`src/core/fsso_pkg.sv`:
```
package fsso_pkg;

  localparam int ADDR_W = 3;
  localparam int DATA_W = 16;
  localparam int CNT_W = 5;
  localparam int PRE_W = 8;
  localparam int RTC_ACC_W = 4;
  localparam int FIFO_DEPTH = 4;

  // Register indices on the plain register port
  localparam logic [ADDR_W-1:0] REG_FLAGS = 3'h0;
  localparam logic [ADDR_W-1:0] REG_COUNT = 3'h1;
  localparam logic [ADDR_W-1:0] REG_PERIOD = 3'h2;
  localparam logic [ADDR_W-1:0] REG_PRESCALE = 3'h3;
  localparam logic [ADDR_W-1:0] REG_CLKIDLE = 3'h4;
  localparam logic [ADDR_W-1:0] REG_DATA = 3'h5;
  localparam logic [ADDR_W-1:0] REG_STATUS = 3'h6;

  // Flag bit positions
  localparam int FLAG_LSB = 0;
  localparam int FLAG_PACED = 2;
  localparam int FLAG_OD = 3;

  // Status bit positions
  localparam int STAT_BUSY = 0;
  localparam int STAT_READY = 1;
  localparam int STAT_EMPTY = 2;
  localparam int STAT_ABORT = 3;

  // Reset values and count limits
  localparam logic [7:0] FLAGS_RST = 8'h00;
  localparam logic [CNT_W-1:0] COUNT_RST = 5'h10;
  localparam logic [CNT_W-1:0] COUNT_MIN = 5'h01;
  localparam logic [CNT_W-1:0] COUNT_MAX = 5'h10;
  localparam logic [PRE_W-1:0] PRESCALE_RST = 8'h01;

  // Fast mode bit timing in clock cycles
  localparam logic [15:0] FAST_BIT_CYC = 16'h0020;
  localparam logic [15:0] FAST_ACT_CYC = 16'h0008;
  localparam logic [15:0] FAST_LEAD_CYC = FAST_BIT_CYC - FAST_ACT_CYC;

  typedef enum logic [3:0] {
    ST_IDLE = 4'b0001,
    ST_SETUP = 4'b0010,
    ST_ACTIVE = 4'b0100,
    ST_FINISH = 4'b1000
  } fsso_state_t;

  typedef struct packed {
    logic lsbFirst;
    logic paced;
    logic openDrain;
    logic [CNT_W-1:0] count;
    logic [DATA_W-1:0] period;
    logic [DATA_W-1:0] data;
  } fsso_req_t;

endpackage

```
`src/core/fsso_top.sv`:
```
// Functional notes
// Each transfer sends exactly its bit count, from 1 to 16 bits.
// The data line becomes a driven output when a transfer starts.
// Requester sets the clock idle level first; engine rests there.
// Each bit: data placed first, then clock toggles away and back.
// Flag bit 0 clear sends MSB first, set sends LSB first.
// MSB-first short transfers take their bits from the upper bits.
// LSB-first short transfers take their bits from the lower bits.
// Flag bit 2 paces each bit by the period, else fastest rate.
// Period counts clock cycles, slowed by the prescale setting.
// A zero period shifts at the fastest rate even when paced.
// Requester keeps paced periods at or above about 60 cycles.
// Fast mode bit takes 32 cycles, active phase 8 of them.
// Paced mode keeps the clock duty cycle near half.
// Flag bit 3 clear drives the data line high and low.
// Flag bit 3 set releases for one, drives low for zero.
// Requester keeps flag bits other than 0, 2 and 3 at zero.
// Pacing timer claimed only when paced; if owned, abort at once.
// Interrupts masked while busy; clock ticks are held, not lost; the code holds at most 15 and drops any further tick.
// Busy during the transfer; done after clock returns to rest.
//
// Implementation choices: the plain strobed port and the placing of the registers.
module fsso_top
  import fsso_pkg::*;
(
  input wire logic clk,
  input wire logic reset_n,
  input wire logic [ADDR_W-1:0] regAddr,
  input wire logic [DATA_W-1:0] regWdata,
  input wire logic regWrite,
  input wire logic regRead,
  output logic [DATA_W-1:0] regRdata,
  output logic reqReady,
  output logic serialOut,
  output logic serialOutEn_n,
  output logic shiftClockLine,
  input wire logic timerBusy,
  output logic timerClaim,
  output logic irqMask,
  input wire logic rtcTickIn,
  output logic rtcTickOut,
  output logic busy,
  output logic done
);

  localparam int REQ_W = $bits(fsso_req_t);

  fsso_state_t state;
  fsso_req_t cur;
  fsso_req_t newReq;
  fsso_req_t headReq;
  logic [7:0] flags;
  logic [CNT_W-1:0] bitCount;
  logic [DATA_W-1:0] bitPeriod;
  logic [PRE_W-1:0] pacingPrescale;
  logic clockIdle;
  logic curIdle;
  logic [DATA_W-1:0] lastData;
  logic aborted;
  logic curAbort;
  logic [DATA_W-1:0] shreg;
  logic [DATA_W-1:0] shifted;
  logic [CNT_W-1:0] bitsLeft;
  logic [15:0] phaseLeft;
  logic [RTC_ACC_W-1:0] rtcPending;
  logic headValid;
  logic popFire;
  logic abortNow;
  logic effFast;
  logic tick;
  logic step;
  logic phaseDone;
  logic pushValid;
  logic fifoEmpty;

  function automatic logic [15:0] phaseLen(input logic paced,
                                           input logic [15:0] per,
                                           input logic act);
    logic fast;
    fast = !paced || (per == 16'h0000);
    if (fast)
      phaseLen = act ? FAST_ACT_CYC : FAST_LEAD_CYC;
    else
      phaseLen = act ? per - (per >> 1) : per >> 1;
  endfunction

  function automatic logic firstBit(input logic lsb,
                                    input logic [DATA_W-1:0] d);
    firstBit = lsb ? d[0] : d[DATA_W-1];
  endfunction

  // Snapshot of the flags, count and period travels with each data word; prescale and clock idle level are not captured
  assign newReq.lsbFirst = flags[FLAG_LSB];
  assign newReq.paced = flags[FLAG_PACED];
  assign newReq.openDrain = flags[FLAG_OD];
  assign newReq.count = bitCount;
  assign newReq.period = bitPeriod;
  assign newReq.data = regWdata;
  assign pushValid = regWrite && (regAddr == REG_DATA);

  fsso_fifo #(
    .W(REQ_W),
    .DEPTH(FIFO_DEPTH)
  ) u_fifo (
    .clk(clk),
    .reset_n(reset_n),
    .inData(newReq),
    .inValid(pushValid),
    .inReady(reqReady),
    .outData(headReq),
    .outValid(headValid),
    .outReady(state == ST_IDLE)
  );

  assign fifoEmpty = !headValid;
  assign popFire = headValid && (state == ST_IDLE);
  assign abortNow = headReq.paced && timerBusy;
  assign effFast = !cur.paced || (cur.period == 16'h0000);
  assign step = effFast ? 1'b1 : tick;
  assign phaseDone = step && (phaseLeft == 16'h0001);
  assign shifted = cur.lsbFirst ? shreg >> 1 : shreg << 1;
  assign busy = state != ST_IDLE;
  assign done = state == ST_FINISH;
  assign irqMask = busy;

  fsso_pacer u_pacer (
    .clk(clk),
    .reset_n(reset_n),
    .run(busy && !effFast),
    .prescale(pacingPrescale),
    .tick(tick)
  );

  always_ff @(posedge clk)
  begin
    if (!reset_n)
    begin
      state <= ST_IDLE;
      cur <= '0;
      curIdle <= 1'b0;
      curAbort <= 1'b0;
      shreg <= '0;
      bitsLeft <= '0;
      phaseLeft <= '0;
      shiftClockLine <= 1'b0;
    end
    else
    begin
      unique case (state)
        ST_IDLE:
        begin
          shiftClockLine <= clockIdle;
          if (popFire)
          begin
            cur <= headReq;
            curIdle <= clockIdle;
            curAbort <= abortNow;
            shreg <= headReq.data;
            bitsLeft <= headReq.count;
            phaseLeft <= phaseLen(headReq.paced, headReq.period, 1'b0);
            state <= abortNow ? ST_FINISH : ST_SETUP;
          end
        end
        ST_SETUP:
        begin
          phaseLeft <= phaseDone ? phaseLen(cur.paced, cur.period, 1'b1)
                                 : phaseLeft - {15'h0000, step};
          if (phaseDone)
          begin
            shiftClockLine <= !curIdle;
            state <= ST_ACTIVE;
          end
        end
        ST_ACTIVE:
        begin
          phaseLeft <= phaseDone ? phaseLen(cur.paced, cur.period, 1'b0)
                                 : phaseLeft - {15'h0000, step};
          if (phaseDone)
          begin
            shiftClockLine <= curIdle;
            shreg <= shifted;
            bitsLeft <= bitsLeft - 1'b1;
            state <= (bitsLeft == COUNT_MIN) ? ST_FINISH : ST_SETUP;
          end
        end
        ST_FINISH:
        begin
          state <= ST_IDLE;
        end
      endcase
    end
  end

  // Data line keeps its last drive between transfers, like a port pin
  always_ff @(posedge clk)
  begin
    if (!reset_n)
    begin
      serialOut <= 1'b0;
      serialOutEn_n <= 1'b1;
    end
    else if (popFire && !abortNow)
    begin
      serialOut <= !headReq.openDrain &&
                   firstBit(headReq.lsbFirst, headReq.data);
      serialOutEn_n <= headReq.openDrain &&
                       firstBit(headReq.lsbFirst, headReq.data);
    end
    else if (state == ST_ACTIVE && phaseDone && bitsLeft != COUNT_MIN)
    begin
      serialOut <= !cur.openDrain &&
                   firstBit(cur.lsbFirst, shifted);
      serialOutEn_n <= cur.openDrain &&
                       firstBit(cur.lsbFirst, shifted);
    end
  end

  always_ff @(posedge clk)
  begin
    if (!reset_n)
    begin
      timerClaim <= 1'b0;
    end
    else if (popFire && headReq.paced && !timerBusy)
    begin
      timerClaim <= 1'b1;
    end
    else if (state == ST_FINISH)
    begin
      timerClaim <= 1'b0;
    end
  end

  // Held ticks drain one per cycle once the transfer ends
  always_ff @(posedge clk)
  begin
    if (!reset_n)
    begin
      rtcPending <= '0;
      rtcTickOut <= 1'b0;
    end
    // A tick launched on a pop edge would land inside the next transfer
    else if (busy || popFire)
    begin
      rtcTickOut <= 1'b0;
      if (rtcTickIn && rtcPending != '1)
        rtcPending <= rtcPending + 1'b1;
    end
    else
    begin
      rtcTickOut <= rtcTickIn || (rtcPending != '0);
      if (!rtcTickIn && rtcPending != '0)
        rtcPending <= rtcPending - 1'b1;
    end
  end

  always_ff @(posedge clk)
  begin
    if (!reset_n)
    begin
      flags <= FLAGS_RST;
      bitCount <= COUNT_RST;
      bitPeriod <= '0;
      pacingPrescale <= PRESCALE_RST;
      clockIdle <= 1'b0;
      lastData <= '0;
    end
    else if (regWrite)
    begin
      unique case (regAddr)
        REG_FLAGS: flags <= regWdata[7:0];
        REG_COUNT:
        begin
          // Out-of-range counts are clamped into 1..16
          if (regWdata == '0)
            bitCount <= COUNT_MIN;
          else if (regWdata > {11'h000, COUNT_MAX})
            bitCount <= COUNT_MAX;
          else
            bitCount <= regWdata[CNT_W-1:0];
        end
        REG_PERIOD: bitPeriod <= regWdata;
        REG_PRESCALE: pacingPrescale <= regWdata[PRE_W-1:0];
        REG_CLKIDLE: clockIdle <= regWdata[0];
        REG_DATA: lastData <= regWdata;
        default:
        begin
        end
      endcase
    end
  end

  // Abort flag: a new abort beats a clear in the same cycle
  always_ff @(posedge clk)
  begin
    if (!reset_n)
      aborted <= 1'b0;
    else if (popFire && abortNow)
      aborted <= 1'b1;
    else if (regWrite && regAddr == REG_STATUS && regWdata[STAT_ABORT])
      aborted <= 1'b0;
  end

  always_ff @(posedge clk)
  begin
    if (!reset_n || !regRead)
      regRdata <= '0;
    else
    begin
      unique case (regAddr)
        REG_FLAGS: regRdata <= {8'h00, flags};
        REG_COUNT: regRdata <= {11'h000, bitCount};
        REG_PERIOD: regRdata <= bitPeriod;
        REG_PRESCALE: regRdata <= {8'h00, pacingPrescale};
        REG_CLKIDLE: regRdata <= {15'h0000, clockIdle};
        REG_DATA: regRdata <= lastData;
        REG_STATUS: regRdata <= {12'h000, aborted, fifoEmpty,
                                 reqReady, busy};
        default: regRdata <= '0;
      endcase
    end
  end

  // Helper: clock pulses sent in the current transfer
  logic [CNT_W-1:0] pulseCnt;
  always_ff @(posedge clk)
  begin
    if (!reset_n || popFire)
      pulseCnt <= '0;
    else if (state == ST_SETUP && phaseDone)
      pulseCnt <= pulseCnt + 1'b1;
  end

  property p_count;
    @(posedge clk) disable iff (!reset_n)
    done && !curAbort |-> pulseCnt == cur.count;
  endproperty
  a_count: assert property (p_count)
    else $error("bit count mismatch");

  property p_drive;
    @(posedge clk) disable iff (!reset_n)
    popFire && !abortNow && !headReq.openDrain |=> !serialOutEn_n;
  endproperty
  a_drive: assert property (p_drive)
    else $error("data line not driven at start");

  property p_setup;
    @(posedge clk) disable iff (!reset_n)
    busy && shiftClockLine != curIdle |-> $stable(serialOut);
  endproperty
  a_setup: assert property (p_setup)
    else $error("data changed during clock pulse");

  property p_order;
    @(posedge clk) disable iff (!reset_n)
    popFire && !abortNow && !headReq.openDrain |=>
      serialOut == (cur.lsbFirst ? cur.data[0] : cur.data[DATA_W-1]);
  endproperty
  a_order: assert property (p_order)
    else $error("wrong first bit");

  property p_fast;
    @(posedge clk) disable iff (!reset_n)
    $rose(state == ST_ACTIVE) && effFast |->
      (state == ST_ACTIVE)[*8] ##1 (state != ST_ACTIVE);
  endproperty
  a_fast: assert property (p_fast)
    else $error("fast active phase not 8 cycles");

  property p_zero;
    @(posedge clk) disable iff (!reset_n)
    $rose(state == ST_SETUP) && cur.paced && cur.period == 16'h0000
      |-> !timerBusy || timerClaim ##0 phaseLeft == FAST_LEAD_CYC;
  endproperty
  a_zero: assert property (p_zero)
    else $error("zero period not fast");

  property p_duty;
    @(posedge clk) disable iff (!reset_n)
    $rose(state == ST_ACTIVE) && !effFast |->
      phaseLeft == cur.period - (cur.period >> 1);
  endproperty
  a_duty: assert property (p_duty)
    else $error("paced active phase wrong");

  property p_odrain;
    @(posedge clk) disable iff (!reset_n)
    busy && cur.openDrain && !$rose(busy) |-> !serialOut;
  endproperty
  a_odrain: assert property (p_odrain)
    else $error("open drain drove high");

  property p_abort;
    @(posedge clk) disable iff (!reset_n)
    popFire && abortNow |=> done && !timerClaim ##1 aborted && !busy;
  endproperty
  a_abort: assert property (p_abort)
    else $error("busy timer not aborted");

  property p_rtc;
    @(posedge clk) disable iff (!reset_n)
    busy && rtcTickIn && rtcPending == '0 |=> rtcPending != '0;
  endproperty
  a_rtc: assert property (p_rtc)
    else $error("tick lost while masked");

  property p_quiet;
    @(posedge clk) disable iff (!reset_n)
    busy |-> !rtcTickOut;
  endproperty
  a_quiet: assert property (p_quiet)
    else $error("tick passed while masked");

  property p_done;
    @(posedge clk) disable iff (!reset_n)
    done |-> shiftClockLine == curIdle ##1 !busy;
  endproperty
  a_done: assert property (p_done)
    else $error("done before clock at rest");

  c_fast: cover property (@(posedge clk) done && !cur.paced && !curAbort);
  c_paced: cover property (@(posedge clk) done && !effFast && !curAbort);
  c_abort: cover property (@(posedge clk) popFire && abortNow);
  c_full: cover property (@(posedge clk) !reqReady);

endmodule

```
`src/core/fsso_fifo.sv`:
```
module fsso_fifo
  import fsso_pkg::*;
#(
  parameter int W = 8,
  parameter int DEPTH = 4
)
(
  input wire logic clk,
  input wire logic reset_n,
  input wire logic [W-1:0] inData,
  input wire logic inValid,
  output logic inReady,
  output logic [W-1:0] outData,
  output logic outValid,
  input wire logic outReady
);

  // Depth must be a power of two; the pointers wrap naturally
  localparam int AW = $clog2(DEPTH);

  logic [W-1:0] mem [DEPTH];
  logic [AW:0] wrPtr;
  logic [AW:0] rdPtr;
  logic full;
  logic empty;

  assign empty = wrPtr == rdPtr;
  assign full = (wrPtr[AW] != rdPtr[AW]) && (wrPtr[AW-1:0] == rdPtr[AW-1:0]);
  assign inReady = !full;
  assign outValid = !empty;
  assign outData = mem[rdPtr[AW-1:0]];

  always_ff @(posedge clk)
  begin
    if (inValid && !full)
    begin
      mem[wrPtr[AW-1:0]] <= inData;
    end
  end

  always_ff @(posedge clk)
  begin
    if (!reset_n)
    begin
      wrPtr <= '0;
    end
    else if (inValid && !full)
    begin
      wrPtr <= wrPtr + 1'b1;
    end
  end

  always_ff @(posedge clk)
  begin
    if (!reset_n)
    begin
      rdPtr <= '0;
    end
    else if (outReady && !empty)
    begin
      rdPtr <= rdPtr + 1'b1;
    end
  end

endmodule

```
`src/core/fsso_pacer.sv`:
```
module fsso_pacer
  import fsso_pkg::*;
(
  input wire logic clk,
  input wire logic reset_n,
  input wire logic run,
  input wire logic [PRE_W-1:0] prescale,
  output logic tick
);

  logic [PRE_W-1:0] cnt;
  logic [PRE_W-1:0] lastCnt;

  // A prescale of zero behaves as one, so pacing never stalls
  assign lastCnt = (prescale == '0) ? '0 : prescale - 1'b1;
  assign tick = run && (cnt >= lastCnt);

  always_ff @(posedge clk)
  begin
    if (!reset_n || !run || tick)
    begin
      cnt <= '0;
    end
    else
    begin
      cnt <= cnt + 1'b1;
    end
  end

endmodule

```
`config.mk`:
```
export PLATFORM = sky130hd
export DESIGN_NAME = fsso_top
export DESIGN_NICKNAME = d
export VERILOG_FILES = /design/src/core/fsso_pkg.sv /design/src/core/fsso_top.sv /design/src/core/fsso_fifo.sv /design/src/core/fsso_pacer.sv
export SDC_FILE = /design/constraint.sdc
export NUM_CORES = 1
export LEC_CHECK = 0
export BUFFER_PORTS_ARGS = -buffer_cell sky130_fd_sc_hd__buf_4
export CORE_ASPECT_RATIO = 0.8
export CORE_MARGIN = 3
export CORE_UTILIZATION = 27
export CTS_CLUSTER_SIZE = 14
export DETAILED_ROUTE_END_ITERATION = 10
export GPL_TIMING_DRIVEN = 0
export HOLD_SLACK_MARGIN = 0.06
export SLEW_MARGIN = 20
export SYNTH_ARGS = -nofsm -noshare
export SYNTH_HDL_FRONTEND = slang
export SYNTH_SLANG_ARGS = --single-unit
export TNS_END_PERCENT = 30
```
`constraint.sdc`:
```
create_clock -name clk -period 8.9 [get_ports clk]
set_input_delay 0.89 -clock clk [delete_from_list [all_inputs] [get_ports clk]]
set_output_delay 0.89 -clock clk [all_outputs]
set_load 0.005 [all_outputs]
```
; Word level (Yosys, flattened, before mapping)
; Memory sizes are Yosys's and may differ from the RTL's. A register that Yosys moved wholly into a read port is not among the register bits.
; Index checks and enable logic that the tools add are counted.
[op_classes]
add_sub_neg = 9
n_mul = 0
div = 0
order_cmp = 2
n_eq_ne = 22
shifts = 0
mux = 45
bitwise_logic = 1
n_reduce_logical = 68
[op_table]
columns = cell, n
row1 = two-way mux 16 bit, 7
row2 = case mux 16 bit (7 select lines), 1
row3 = zero test 16 bit, 3
row4 = case mux 16 bit (3 select lines), 1
row5 = two-way mux 4 bit, 8
row6 = case mux 16 bit (2 select lines), 1
row7 = two-way mux 15 bit, 2
row8 = logical AND 1 bit, 22
row9 = two-way mux 5 bit, 4
row10 = AND reduction 2 bit, 9
row11 = "equality test 16 x 1 -> 1 bit, second input constant", 1
row12 = "> comparator 16 x 5 -> 1 bit, second input constant", 1
row13 = case mux 4 bit (4 select lines), 1
row14 = subtractor 16 x 1 -> 16 bit, 1
row15 = subtractor 16 x 15 -> 16 bit, 1
row16 = two-way mux 1 bit, 15
row17 = zero test 1 bit, 14
row18 = case mux 5 bit (2 select lines), 1
row19 = nonzero test 2 bit, 5
row20 = "equality test 3 bit, second input constant", 3
row21 = AND reduction 3 bit, 3
row22 = "adder 8 x 1 -> 8 bit, second input constant", 1
row23 = >= comparator 8 bit, 1
row24 = zero test 8 bit, 1
row25 = other kinds (29), 40
[totals]
regBits = 155
latch_bits = 0
ram_bits = 160
mem_bits_ro = 0
in_bits = 25
out_inout_bits = 25
wordCells = 174
memories = 1
[mem_list]
columns = memory, words, width, rd, rd_ports_with_merged_regs, wr, line
row1 = u_fifo.mem, 4, 40, 1, 1, 1, fsso_fifo.sv:21  ; logic [W-1:0] mem [DEPTH];

; Longest topological paths before layout
[logic_depth]
word_depth = 11
ltp_mapped = 20
depth_no_buf = 20

; Hierarchy
; A second synthesis with hierarchy kept.
[unflattened]
cells_unflattened = 1341
hier_area_um2 = 14742.9
[modules_own_cells]
columns = mod, instances, cells_per_inst, area_each_um2, seq_area_each_um2
row1 = fsso_top, 1, 987, 7753.7, 2822.7
row2 = fsso_fifo, 1, 276, 6316.1, 4964.8
row3 = fsso_pacer, 1, 78, 673.1, 160.2

; Worst setup path after synthesis
; No wires, ideal clock.
[synth_timing]
path_kind = reg2reg
startpoint = reg pacingPrescale[0]
endpoint = reg phaseLeft[10]
setup_ns = 0.132
arrival_time_ns = 4.197
required_time_ns = 8.768
slack_ns = 4.572
path_stages_with_launch = 21
n_path_buf = 0
synth_period_minus_slack_ns = 4.328
cell_sequence = dfxtp_1 -> inv_1 -> ha_1 -> nand2_1 -> or2_2 -> or4_1 -> and2_1 -> ha_1 -> nand2b_1 -> a31oi_1 -> o211a_1 -> nor3_1 -> nand2b_1 -> ha_1 -> ha_1 -> nand2_1 -> or3_1 -> or3_1 -> and2_1 -> o21ai_0 -> o32ai_1
[synth_between]
elab_chain_cells = 8
word_cells_on_any_way = 11
classes_between = 2 x add/sub / 1 x order compare / 5 x mux / 3 x reduce/logical
[synth_lines]
columns = item, line
row1 = from (decl), fsso_top.sv:55  ; logic [PRE_W-1:0] pacingPrescale;
row2 = from (signal assigned), fsso_top.sv:283  ; REG_PRESCALE: pacingPrescale <= regWdata[PRE_W-1:0];
row3 = subtractor 8 x 1 -> 8 bit / zero test 8 bit (equally long branches), fsso_pacer.sv:15  ; assign lastCnt = (prescale == '0) ? '0 : prescale - 1'b1;
row4 = two-way mux 8 bit (*), fsso_pacer.sv:15
row5 = >= comparator 8 bit (*), fsso_pacer.sv:16  ; assign tick = run && (cnt >= lastCnt);
row6 = logical AND 1 bit (*), fsso_pacer.sv:16
row7 = two-way mux 1 bit (*), fsso_top.sv:119  ; assign step = effFast ? 1'b1 : tick;
row8 = subtractor 16 x 1 -> 16 bit / logical AND 1 bit (equally long branches), "fsso_top.sv:167, fsso_top.sv:177, fsso_top.sv:120"
row9 = two-way mux 16 bit (on tied branches), "fsso_top.sv:176, fsso_top.sv:166"
row10 = case mux 16 bit (3 select lines) (*), fsso_top.sv:149  ; unique case (state)
row11 = to (signal assigned), fsso_top.sv:160  ; phaseLeft <= phaseLen(headReq.paced, headReq.period, 1'b0);
row12 = to (signal assigned), fsso_top.sv:166  ; phaseLeft <= phaseDone ? phaseLen(cur.paced, cur.period, 1'b1)
row13 = to (signal assigned), fsso_top.sv:176  ; phaseLeft <= phaseDone ? phaseLen(cur.paced, cur.period, 1'b0)
row14 = to (decl), fsso_top.sv:64  ; logic [15:0] phaseLeft;
; Mark *: on every way between the ends. The rest lies on a longest branch, timed or not.
; A chain may end at the register's enable or synchronous reset.

; Worst setup path in the final report
; Ends and elaborated chain as after synthesis.

==> impl_metrics.env <==
export IMPL_cts_tree="yes"
export IMPL_period_minus_slack_ns=5.17
export IMPL_path_cells="inv_1 -> ha_1 -> nand2_1 -> or2_2 -> or4_1 -> and2_1 -> ha_1 -> nand2b_1 -> a31oi_1 -> o211a_1 -> nor3_1 -> nand2b_1 -> ha_1 -> ha_1 -> nand2_1 -> or3_1 -> or3_1 -> a211oi_1 -> o21ai_0 -> o32ai_1"
export IMPL_dieArea_sq_um=56500
export IMPL_wl_per_cell_microns=19.8
export IMPL_max_cap_violations=0
export IMPL_synth_area_top_cells="edfxtp_1 (33%), dfxtp_1 (22%), mux4_2 (6.8%), nand2_1 (6.0%), a21oi_1 (3.8%)"
export IMPL_track_usage=0.147
export IMPL_tightestPinTransition_ns=1.11
export IMPL_h_tree_depth=1
export IMPL_clock_sinks=317
export IMPL_ys_seq_area_frac=0.549
export IMPL_setup_viol=0
export IMPL_drtIter0Drc=1171
export IMPL_p_seq_frac=0.376
export IMPL_max_freq_ghz=0.193
export IMPL_synth_ff_latch_count=317
export IMPL_crit_top_cell="ha_1"
export IMPL_synth_warnings=0
export IMPL_clock_path_buffers=3
export IMPL_place_hpwl_microns=30000
export IMPL_ys_flop_type="edfxtp_1"
export IMPL_grt_ovfl_total=0
export IMPL_first_pass_iters=5
export IMPL_drc_errors=0
export IMPL_grtUsageMet3=0.0371
export IMPL_p_switching_uw=1560
export IMPL_worstHoldStart="lastData[8]"
export IMPL_root_buffer="clkbuf_16"
export IMPL_maxSlewViolCount=0
export IMPL_synth_area_sq_um=14500
export IMPL_post_cts_resized=0
export IMPL_cts_buffers=31
export IMPL_clk_pin_slew_ns=0.06
export IMPL_clock_latency_ns=0.59
export IMPL_syn_num_nets=1391
export IMPL_post_cts_buffers=0
export IMPL_worstPathRequired_ns=9.39
export IMPL_grt_max_degree=42
export IMPL_netlist_instances=1320
export IMPL_finClkSkew_ns=0.0190
export IMPL_power_density_nw_per_um2=275
export IMPL_power_frac_comb=0.310
export IMPL_top_usage_layer="met1"
export IMPL_die_w_microns=265
export IMPL_instances_no_fill=2119
export IMPL_syn_area_per_cell_sq_um=11.0
export IMPL_num_vias=10800
export IMPL_hold_depth=2
export IMPL_clkPwrFrac=0.314
export IMPL_p_int_uw=3090
export IMPL_layout_common_cells="nand2_1 (230), edfxtp_1 (160), dfxtp_1 (157), a21oi_1 (110), nor2_1 (82)"
export IMPL_die_h_microns=213
export IMPL_max_slew_margin=0.253
export IMPL_max_stage_delay_ns=0.52
export IMPL_status="complete, no violations"
export IMPL_peakVddDrop_uv=146
export IMPL_met2_usage=0.214
export IMPL_rsz0062_at_grt="false"
export IMPL_critPathTopFamily="simple AND/OR/NAND/NOR gates"
export IMPL_r2r_cells=20
export IMPL_setup_tns_ns=0
export IMPL_io_buffers=47
export IMPL_start_util=0.275
export IMPL_critPathBufInv=1
export IMPL_p_sw_frac=0.336
export IMPL_drtAntennaViolNets=0
export IMPL_routed_wl_microns=41900
export IMPL_crit_type="flop to flop"
export IMPL_first_global_vias=10300
export IMPL_dp_cells=2060
export IMPL_hp_class="flop to flop"
export IMPL_reg2reg_slack_ns=3.73
export IMPL_synth_edf_count=160
export IMPL_synth_top_cell_area_share=0.332
export IMPL_regToRegStartpoint="pacingPrescale[0]"
export IMPL_finalHoldViolCount=0
export IMPL_yosys_cell_types_count=78
export IMPL_leakage_uw=0.00553
export IMPL_ys_async_sr_fraction=0
export IMPL_hold_buffers=0
export IMPL_timing_rr_end="phaseLeft[10]"
export IMPL_final_common_cell="nand2_1"
export IMPL_pin_count=50
export IMPL_antenna_found_initial=0
export IMPL_critPathSlowestCell="or4_1"
export IMPL_row_count=75
export IMPL_routed_via_density=5.11
export IMPL_gp_congestion=0.897
export IMPL_final_fill_count=5338
export IMPL_drive_gt1_frac=0.130
export IMPL_yosysTopAreaCell="edfxtp_1"
export IMPL_end_kind="flop"
export IMPL_critPathMaxFanout=6
export IMPL_whs_endpoint="lastData[8]"
export IMPL_timing_final_crit_share=0.581
export IMPL_gr_usage_met1=0.218
export IMPL_cp_arrival_ns=5.67
export IMPL_area_growth_pct=16.5
export IMPL_grt_pass1_wl_microns=63900
export IMPL_core_area_sq_um=52700
export IMPL_nNetsFinal=1471
export IMPL_start_kind="flop"
-- worst max path at each step --
stage	start	endpoint	slack (ns)	cells after the start
2_1_floorplan	pacingPrescale[0]	phaseLeft[10]	4.57	20
3_3_place_gp	pacingPrescale[0]	phaseLeft[10]	3.86	20
3_5_place_dp	pacingPrescale[0]	phaseLeft[10]	3.84	20
4_1_cts	pacingPrescale[0]	phaseLeft[10]	3.80	20
5_1_grt	pacingPrescale[0]	phaseLeft[10]	3.42	20
6_report	pacingPrescale[0]	phaseLeft[10]	3.73	20
-- power by group through the flow --
stage	Combinational (uW)	Sequential, uW	Clock (uW)
after floorplan	1020	1740	0
after global placement	1400	1770	0
after detailed placement	1410	1780	0
after CTS	1420	1750	1480
after global routing	1570	1760	1540
final	1440	1750	1460
-- stage by stage --
stage               hold slack (ns)  instance area (sq um)  power, uW  setup WS [ns]   util
detailed placement            0.447                  15700       3190           3.84  0.298
global route                  0.475                  16900       4870           3.42  0.320
CTS                           0.456                  16900       4650           3.80  0.320
finish                        0.460                  16900       4650           3.73  0.320
floorplan                     0.433                  14500       2760           4.57      -
global placement              0.443                  15700       3170           3.86  0.298
-- per-layer routing --
metal | share of wire | routed length, microns | vias to the layer above
met2 | 0.42 | 17400 | 424
met5 | 0 | 0 | -
met1 | 0.48 | 20300 | 5335
met3 | 0.083 | 3490 | 46
li1 | - | - | 5022
met4 | 0.018 | 752 | 0
-- registers in the layout, indices dropped and copies added, names as in the netlist, 16 cells and up, named ones only --
signal / count
lastData: 16
phaseLeft: 16
cur: 19
shreg: 16
bitPeriod: 16
u_fifo.mem: 160
regRdata: 16
-- cells in the mapped netlist, drive strengths merged, types with 4 or more instances --
library cell / count
mux4: 44
dfxtp: 157
nor3: 25
nor4b: 4
nand3: 31
o32ai: 4
o21ai: 31
a211oi: 13
a221oi: 7
nor2b: 13
and3: 13
a21o: 9
nand4: 8
xnor2: 15
mux2: 4
buf: 18
nand2b: 12
a21oi: 111
xor2: 21
inv: 43
edfxtp: 160
o22ai: 5
or4: 5
nand3b: 5
nor2: 82
clkbuf: 48
o31ai: 4
a22oi: 23
or3: 8
ha: 44
nand2: 230
mux2i: 21
o211ai: 20
a31oi: 22
nor4: 15
and2: 7
-- tightest hold or removal path, cell delays in order (launching register included) --
cell	delay [ns]
dfxtp_1	0.31
nand2_1	0.05
a21oi_1	0.05
-- layout make-up --
type                            count  area, sq um  area share
Multi-Input combinational cell    894         6120       0.363
Clock inverter                     19          288      0.0171
Tap cell                          693          867      0.0514
Inverter                           43          161     0.00957
Sequential cell                   317         7950       0.471
Antenna cell                        1         2.50    0.000148
Buffer                             66          287      0.0170
Timing Repair Buffer               47          353      0.0209
Clock buffer                       39          846      0.0501
-- cells by family after synthesis --
family                   Yosys count  synth area share
AND/OR/NAND/NOR                  466             0.149
flip-flops                       317             0.549
AO/OA/AOI/OAI                    277             0.123
buffers and inverters            109            0.0309
multiplexers                      69            0.0860
adder cells (fa/ha/maj)           46            0.0408
XOR/XNOR                          36            0.0218
Note: power is estimated with default switching activity, not from simulation.
